$ cat config.mk
export PLATFORM = sky130hd
export DESIGN_NAME = crc_ctrl
export DESIGN_NICKNAME = d
export VERILOG_FILES = /design/src/hdl/crc_pkg.sv /design/src/hdl/crc_ctrl.sv
export SDC_FILE = /design/constraint.sdc
export NUM_CORES = 1
export LEC_CHECK = 0
export BUFFER_PORTS_ARGS = -buffer_cell sky130_fd_sc_hd__buf_2
export CORE_MARGIN = 1.5
export CORE_UTILIZATION = 46
export DETAILED_ROUTE_END_ITERATION = 8
export GPL_ROUTABILITY_DRIVEN = 0
export HOLD_SLACK_MARGIN = 0.02
export PLACE_DENSITY = 0.87
export SLEW_MARGIN = 40
export SYNTH_ARGS = -nofsm -noshare
export SYNTH_HDL_FRONTEND = slang
export SYNTH_SLANG_ARGS = --single-unit
export TNS_END_PERCENT = 1
$ cat constraint.sdc
create_clock -name clk_sys_in -period 4.1 [get_ports clk_sys_in]
set_clock_uncertainty 0.2 [all_clocks]
set_input_delay 0.41 -clock clk_sys_in [delete_from_list [all_inputs] [get_ports clk_sys_in]]
set_output_delay 0.41 -clock clk_sys_in [all_outputs]
set_load 0.03 [all_outputs]
$ cat src/hdl/crc_pkg.sv
// package for the current reference control register block
// assumes an 8-bit special function register bus inside the device core
`default_nettype none
package crc_pkg;
  // register location
  localparam logic [7:0] CRC_ADDR = 8'hB9;
  localparam logic [3:0] CRC_PAGE = 4'h0;
  localparam logic [7:0] CRC_RESET = 8'h00;
  // field positions
  localparam int CRC_DIR_BIT = 7;
  localparam int CRC_RANGE_BIT = 6;
  localparam int CRC_COUNT_MSB = 5;
  localparam int CRC_COUNT_W = 6;
  // step sizes in microamps and resulting full-scale values
  localparam logic [3:0] CRC_STEP_LOW_UA = 4'h1;
  localparam logic [3:0] CRC_STEP_HIGH_UA = 4'h8;
  localparam logic [8:0] CRC_MAX_LOW_UA = 9'h03F;
  localparam logic [8:0] CRC_MAX_HIGH_UA = 9'h1F8;

  // controls handed to the analog current cell
  typedef struct packed {
    logic sink;
    logic high_range;
    logic [5:0] step_count;
    logic enable;
  } crc_cell_t;
endpackage : crc_pkg
`default_nettype wire

$ cat src/hdl/crc_ctrl.sv
// current reference control register and analog cell drive
// assumes a synchronous sfr bus: one-cycle write strobe, combinational read data
// assumes the analog cell takes static levels and needs no handshake
`default_nettype none
module crc_ctrl
  import crc_pkg::*;
(
  // clock and reset
  input wire logic clk_sys_in,
  input wire logic rstn_in,
  // special function register bus
  input wire logic [7:0] sfr_addr_in,
  input wire logic [3:0] sfr_page_in,
  input wire logic sfr_wr_in,
  input wire logic sfr_rd_in,
  input wire logic [7:0] sfr_wdata_in,
  output logic [7:0] sfr_rdata_out,
  output logic sfr_hit_out,
  // analog current cell
  output crc_cell_t cell_out,
  output logic [8:0] magnitude_ua_out
);

  // ----------------------------------------
  // local sizes and reset levels
  // ----------------------------------------
  // nine bits hold the largest product, 63 steps of 8 microamps
  localparam int MAG_W = 9;
  // one guard bit on each partial sum, cut off once the sum is known to fit
  localparam int SUM_W = MAG_W + 1;
  // cell reset levels follow the register's reset byte, so both agree after reset
  localparam logic RST_SINK = CRC_RESET[CRC_DIR_BIT];
  localparam logic RST_HIGH_RANGE = CRC_RESET[CRC_RANGE_BIT];
  localparam logic [CRC_COUNT_W-1:0] RST_STEP_COUNT = CRC_RESET[CRC_COUNT_MSB:0];
  localparam logic RST_ENABLE = (RST_STEP_COUNT != '0);

  // ----------------------------------------
  // address and page match
  // ----------------------------------------
  wire addr_match;
  wire page_match;
  wire sel;
  wire wr_hit;
  wire rd_hit;

  assign addr_match = (sfr_addr_in == CRC_ADDR);
  assign page_match = (sfr_page_in == CRC_PAGE);
  assign sel = addr_match && page_match;
  assign wr_hit = sel && sfr_wr_in;
  assign rd_hit = sel && sfr_rd_in;
  assign sfr_hit_out = wr_hit || rd_hit;

  // ----------------------------------------
  // control register
  // ----------------------------------------
  logic [7:0] current_reference_control;
  logic [7:0] next_current_reference_control;

  // every bit is read/write, so a write replaces the whole byte
  assign next_current_reference_control = wr_hit
    ? sfr_wdata_in
    : current_reference_control;

  always_ff @(posedge clk_sys_in)
  begin
    if (!rstn_in)
      current_reference_control <= CRC_RESET;
    else
      current_reference_control <= next_current_reference_control;
  end

  // ----------------------------------------
  // read path
  // ----------------------------------------
  // unselected reads return zero so the core can or the read buses together
  assign sfr_rdata_out = rd_hit ? current_reference_control : 8'h00;

  // ----------------------------------------
  // field split
  // ----------------------------------------
  wire dir_sink;
  wire range_high;
  wire [CRC_COUNT_W-1:0] count;
  wire count_nz;

  assign dir_sink = current_reference_control[CRC_DIR_BIT];
  assign range_high = current_reference_control[CRC_RANGE_BIT];
  assign count = current_reference_control[CRC_COUNT_MSB:0];
  // direction and range bits play no part: a zero count always means off
  assign count_nz = (count != 6'h00);

  // ----------------------------------------
  // step size
  // ----------------------------------------
  wire [MAG_W-1:0] step_low;
  wire [MAG_W-1:0] step_high;
  wire [MAG_W-1:0] step_ua;

  assign step_low = MAG_W'(CRC_STEP_LOW_UA);
  assign step_high = MAG_W'(CRC_STEP_HIGH_UA);
  assign step_ua = range_high ? step_high : step_low;

  // ----------------------------------------
  // magnitude, one shifted step per count bit
  // ----------------------------------------
  // shift-and-add keeps the product small; no general multiplier is built
  wire [MAG_W-1:0] partial [CRC_COUNT_W];
  wire [SUM_W-1:0] sum_ext [CRC_COUNT_W];
  wire [MAG_W-1:0] running [CRC_COUNT_W+1];

  assign running[0] = '0;

  genvar gi;
  generate
    for (gi = 0; gi < CRC_COUNT_W; gi = gi + 1)
    begin : g_step
      assign partial[gi] = count[gi] ? (step_ua << gi) : '0;
      assign sum_ext[gi] = {1'b0, running[gi]} + {1'b0, partial[gi]};
      // the full-scale sum is 504, so the guard bit is always zero
      assign running[gi + 1] = sum_ext[gi][MAG_W-1:0];
    end
  endgenerate

  // ----------------------------------------
  // full-scale limit
  // ----------------------------------------
  // a six-bit count cannot pass full scale; the clamp keeps a wider count
  // field from reporting more than full scale on magnitude_ua_out; cell_out takes the count unclamped
  wire [MAG_W-1:0] full_scale;
  wire [MAG_W-1:0] raw_magnitude;
  wire [MAG_W-1:0] next_magnitude;

  assign full_scale = range_high ? CRC_MAX_HIGH_UA : CRC_MAX_LOW_UA;
  assign raw_magnitude = running[CRC_COUNT_W];
  assign next_magnitude = (raw_magnitude > full_scale) ? full_scale : raw_magnitude;

  // ----------------------------------------
  // next cell levels
  // ----------------------------------------
  wire next_cell_sink;
  wire next_cell_high_range;
  wire [CRC_COUNT_W-1:0] next_cell_step_count;
  wire next_cell_enable;

  assign next_cell_sink = dir_sink;
  assign next_cell_high_range = range_high;
  assign next_cell_step_count = count;
  // polarity and range still pass through while off, so the cell settles early
  assign next_cell_enable = count_nz;

  // ----------------------------------------
  // cell drive flip-flops
  // ----------------------------------------
  // the analog cell sees static levels that only move one edge after a write;
  // one short flop group per control line keeps every reset level explicit
  logic cell_sink;
  logic cell_high_range;
  logic [CRC_COUNT_W-1:0] cell_step_count;
  logic cell_enable;

  always_ff @(posedge clk_sys_in)
  begin
    if (!rstn_in)
      cell_sink <= RST_SINK;
    else
      cell_sink <= next_cell_sink;
  end

  always_ff @(posedge clk_sys_in)
  begin
    if (!rstn_in)
      cell_high_range <= RST_HIGH_RANGE;
    else
      cell_high_range <= next_cell_high_range;
  end

  always_ff @(posedge clk_sys_in)
  begin
    if (!rstn_in)
      cell_step_count <= RST_STEP_COUNT;
    else
      cell_step_count <= next_cell_step_count;
  end

  always_ff @(posedge clk_sys_in)
  begin
    if (!rstn_in)
      cell_enable <= RST_ENABLE;
    else
      cell_enable <= next_cell_enable;
  end

  always_ff @(posedge clk_sys_in)
  begin
    if (!rstn_in)
      magnitude_ua_out <= '0;
    else
      magnitude_ua_out <= next_magnitude;
  end

  // ----------------------------------------
  // outputs to the analog cell
  // ----------------------------------------
  // the struct keeps the four control lines together on their way to the cell
  assign cell_out = '{
    sink: cell_sink,
    high_range: cell_high_range,
    step_count: cell_step_count,
    enable: cell_enable
  };

endmodule : crc_ctrl
`default_nettype wire

==> run_results.csv <==
group,metric,value,unit
critical_path,critical_path.reg2reg.startpoint,"current_reference_control[6]$_SDFFE_PN0P_",
floorplanning,row_count,18,
floorplanning,io_pins,51,
sta,finalSetupViolCount,0,
drt,detailroute.via_count,994,
hold_path,hp-start,"sfr_wdata_in[3]",
drt,wl,2380,µm
global_route,grt_start_max_net_pins,15,
sta,setup_tns,0,ps
floorplanning,initial_utilization,47.9,%
logic_synthesis,synth_enable_flop_cells,0,
cts,cts_made_buffers,3,
power,sw_frac_of_total,19.6,%
run_status,outcome,"complete, no violations",
drt,maxUsedRoutingLayer,"met4",
global_route,grt.overflow.total,0,
sta,max_clock_freq,317,MHz
drt,via_per_inst,5.02,
drt,total_length_of_routed_met2_wires,1200,µm
critical_path,data_arrival_time_of_the_worst_path,3190,ps
cts,clock_pin_slew_of_the_registers_on_the_worst_case_setup_and_hold_paths,130,ps
global_route,grt_first_pass_wirelength,3640,µm
global_route,antenna_found_initial,0,
critical_path,critPathLaunch,"current_reference_control[6]$_SDFFE_PN0P_",
critical_path,path_class,"reg -> reg",
logic_synthesis,netlist_instances,123,
critical_path,worst_setup_path_end_kind,"register",
floorplanning,die_width,53.3,µm
drt,met3_wire_length,151,µm
sta,worst_slew_pin_slew,585,ps
logic_synthesis,synth_area_per_cell,9.47,µm²
cts,tritoncts,"built",
layout,num-nets-final,198,
layout,fraction_of_final_layout_cells_sized_beyond_drive_strength_1,32.7,%
cts,clkLatencyLatePin,310,ps
drt,antenna_violating_nets_post_route,0,
sta,timing_max_transition_violations_final,0,
critical_path,cp_data_required_time,4130,ps
drt,routedLengthMet1,982,µm
power,power.ir.vdd_worst,0.000202,V
placed_design,detailed_place_hpwl,1820,µm
critical_path,critPathLaunchType,"register",
sta,slew-limit-headroom,60.9,%
power,clk_pwr_share,31.1,%
drt,route.detailed.drc,0,
hold_path,worst_hold_path_type,"in -> reg",
layout,areaGrowthSynthToFinish,23.2,%
power,share_comb_of_total_power,4.7,%
sta,final_min_period_over_clock_period,76.9,%
placed_design,numPortBuffers,50,
cts,clockBufferDepth,2,
power,power_switching,0.0000774,W
placed_design,postPlaceCellArea,1400,µm²
drt,drt_pass1_iterations,4,
logic_synthesis,synth-async-reset-ratio,0,%
global_route,number_of_global_route_vias_before_repair,922,
floorplanning,die_y,53.3,µm
logic_synthesis,syn-num-nets,152,
floorplanning,floorplan.die_area,2840,µm²
layout,antenna_cells,0,
logic_synthesis,ys_dominant_reg_cell,"dfxtp_1",
global_route,total_routing_usage_reported_by_global_routing,17.5,%
power,internal_power,0.000318,W
logic_synthesis,synth.distinct_cells,32,
sta,timing_hold_violations_final,0,
cts,cts.sink_count,26,
power,p_leak,0.779,nW
logic_synthesis,ys_seq_area_share,44.7,%
power,powerDensity,275,nW/µm²
cts,cts_repair_resize_count,0,
sta,rsz0062_at_grt,"no",
critical_path,critPathMaxFanout,13,
cts,post_cts_buffers,0,
logic_synthesis,netlist_area_before_placement,1160,µm²
cts,clk_root_buffer_cell,"clkbuf_4",
logic_synthesis,synth.ff_latch_count,26,
floorplanning,placeableCoreArea,2430,µm²
power,sequentialPowerShare,64.1,%
layout,final_area,1440,µm²
sta,layout_min_cycle_time,3150,ps
drt,routed_wire_length_per_instance,12.0,µm
logic_synthesis,ys.warnings.count,0,
cts,post_cts_hold_buffer_count,0,
run,maxCapViolCount,0,
drt,drtIter0Drc,29,
cts,cts_max_level,1,
-- layer usage --
layer | global-route usage (%) | vias to the layer above
met5 | 0 | -
met4 | 10.3 | 0
met3 | 2.54 | 7
met2 | 31.5 | 36
met1 | 19.1 | 454
li1 | - | 497
-- worst max-delay path, cell delays in order (launching register included) --
cell,delay (ps)
dfxtp_1,610
nor2b_1,150
fa_1,490
nand2_1,90
nor2_1,50
xnor2_1,200
nor2_1,70
ha_1,300
a21o_1,150
a21o_1,220
o21ai_0,200
a221oi_2,330
-- kinds of logic (layout without fill, tap and decap cells) --
| group | count (synthesis) | in the layout | share of synthesized area [%] |
|---|---|---|---|
| other | 1 | 1 | 0.322 |
| AO/OA/AOI/OAI | 14 | 14 | 8.38 |
| AND/OR/NAND/NOR | 51 | 51 | 24.0 |
| multiplexers | 9 | 9 | 7.73 |
| flip-flops | 26 | 26 | 44.7 |
| adder cells (fa/ha/maj) | 5 | 5 | 6.02 |
| XOR/XNOR | 4 | 4 | 3.01 |
| buffers and inverters | 13 | 58 | 5.91 |
-- metrics by stage --
step                hold WS, ps  utilization, %  power [W]  worst slack [ps]  std cells
finish                      120            59.0   0.000395               949        198
global route                127            59.0   0.000408               783        198
CTS                         123            59.0   0.000398              1000        198
detailed placement          277            57.5   0.000278              1060        194
global placement            272            57.5   0.000277              1250        194
floorplan                   244               -   0.000265              1240        123
-- power groups by stage --
stage	combinational, W	sequential [W]	clock [W]
floorplan	0.00000517	0.000260	0
global placement	0.0000183	0.000259	0
detailed placement	0.0000187	0.000259	0
CTS	0.0000188	0.000253	0.000126
global route	0.0000207	0.000253	0.000134
finish	0.0000187	0.000253	0.000123
-- worst paths after layout --
check	endpoint	slack, ps	cells after the start
setup / recovery	magnitude_ua_out[6]$_SDFF_PN0_	950	11
setup reg to reg	magnitude_ua_out[6]$_SDFF_PN0_	950	11
hold reg to reg	cell_sink$_SDFF_PN0_	300	1
hold / removal	current_reference_control[3]$_SDFFE_PN0P_	120	3
-- cells in the final DEF (no fill, tap or decap), types with 3 or more instances in the layout --
cell and count:
a21oi_1 5, and2_1 16, buf_2 50, clkbuf_4 3, dfxtp_1 26, ha_1 4, inv_1 4, mux2i_1 9
nand2_1 3, nor2_1 17, nor2b_1 3, o21a_1 3
-- registers in the layout, indices dropped and copies added (netlist names) --
name	cells
cell_enable	1
cell_high_range	1
cell_sink	1
cell_step_count	6
current_reference_control	8
magnitude_ua_out	9
-- synthesized netlist by cell type (3+ instances only) --
cell type,n,area (µm²)
ha_1,4,50.1
buf_4,3,22.5
inv_1,4,15.0
o21a_1,3,22.5
a21oi_1,5,25.0
nor2b_1,3,18.8
and2_1,16,100
nor2_1,17,63.8
nand2_1,3,11.3
dfxtp_1,26,521
mux2i_1,9,90.1
clkbuf_1,4,15.0
-- layout make-up --
class	instances	area (µm²)
clock buffer	4	36.3
fill	210	997
inverter	4	15.0
multi-input combinational	84	576
sequential	26	520
tap	30	37.5
timing repair buffer	50	250
Power figures use the tool's default switching activity.
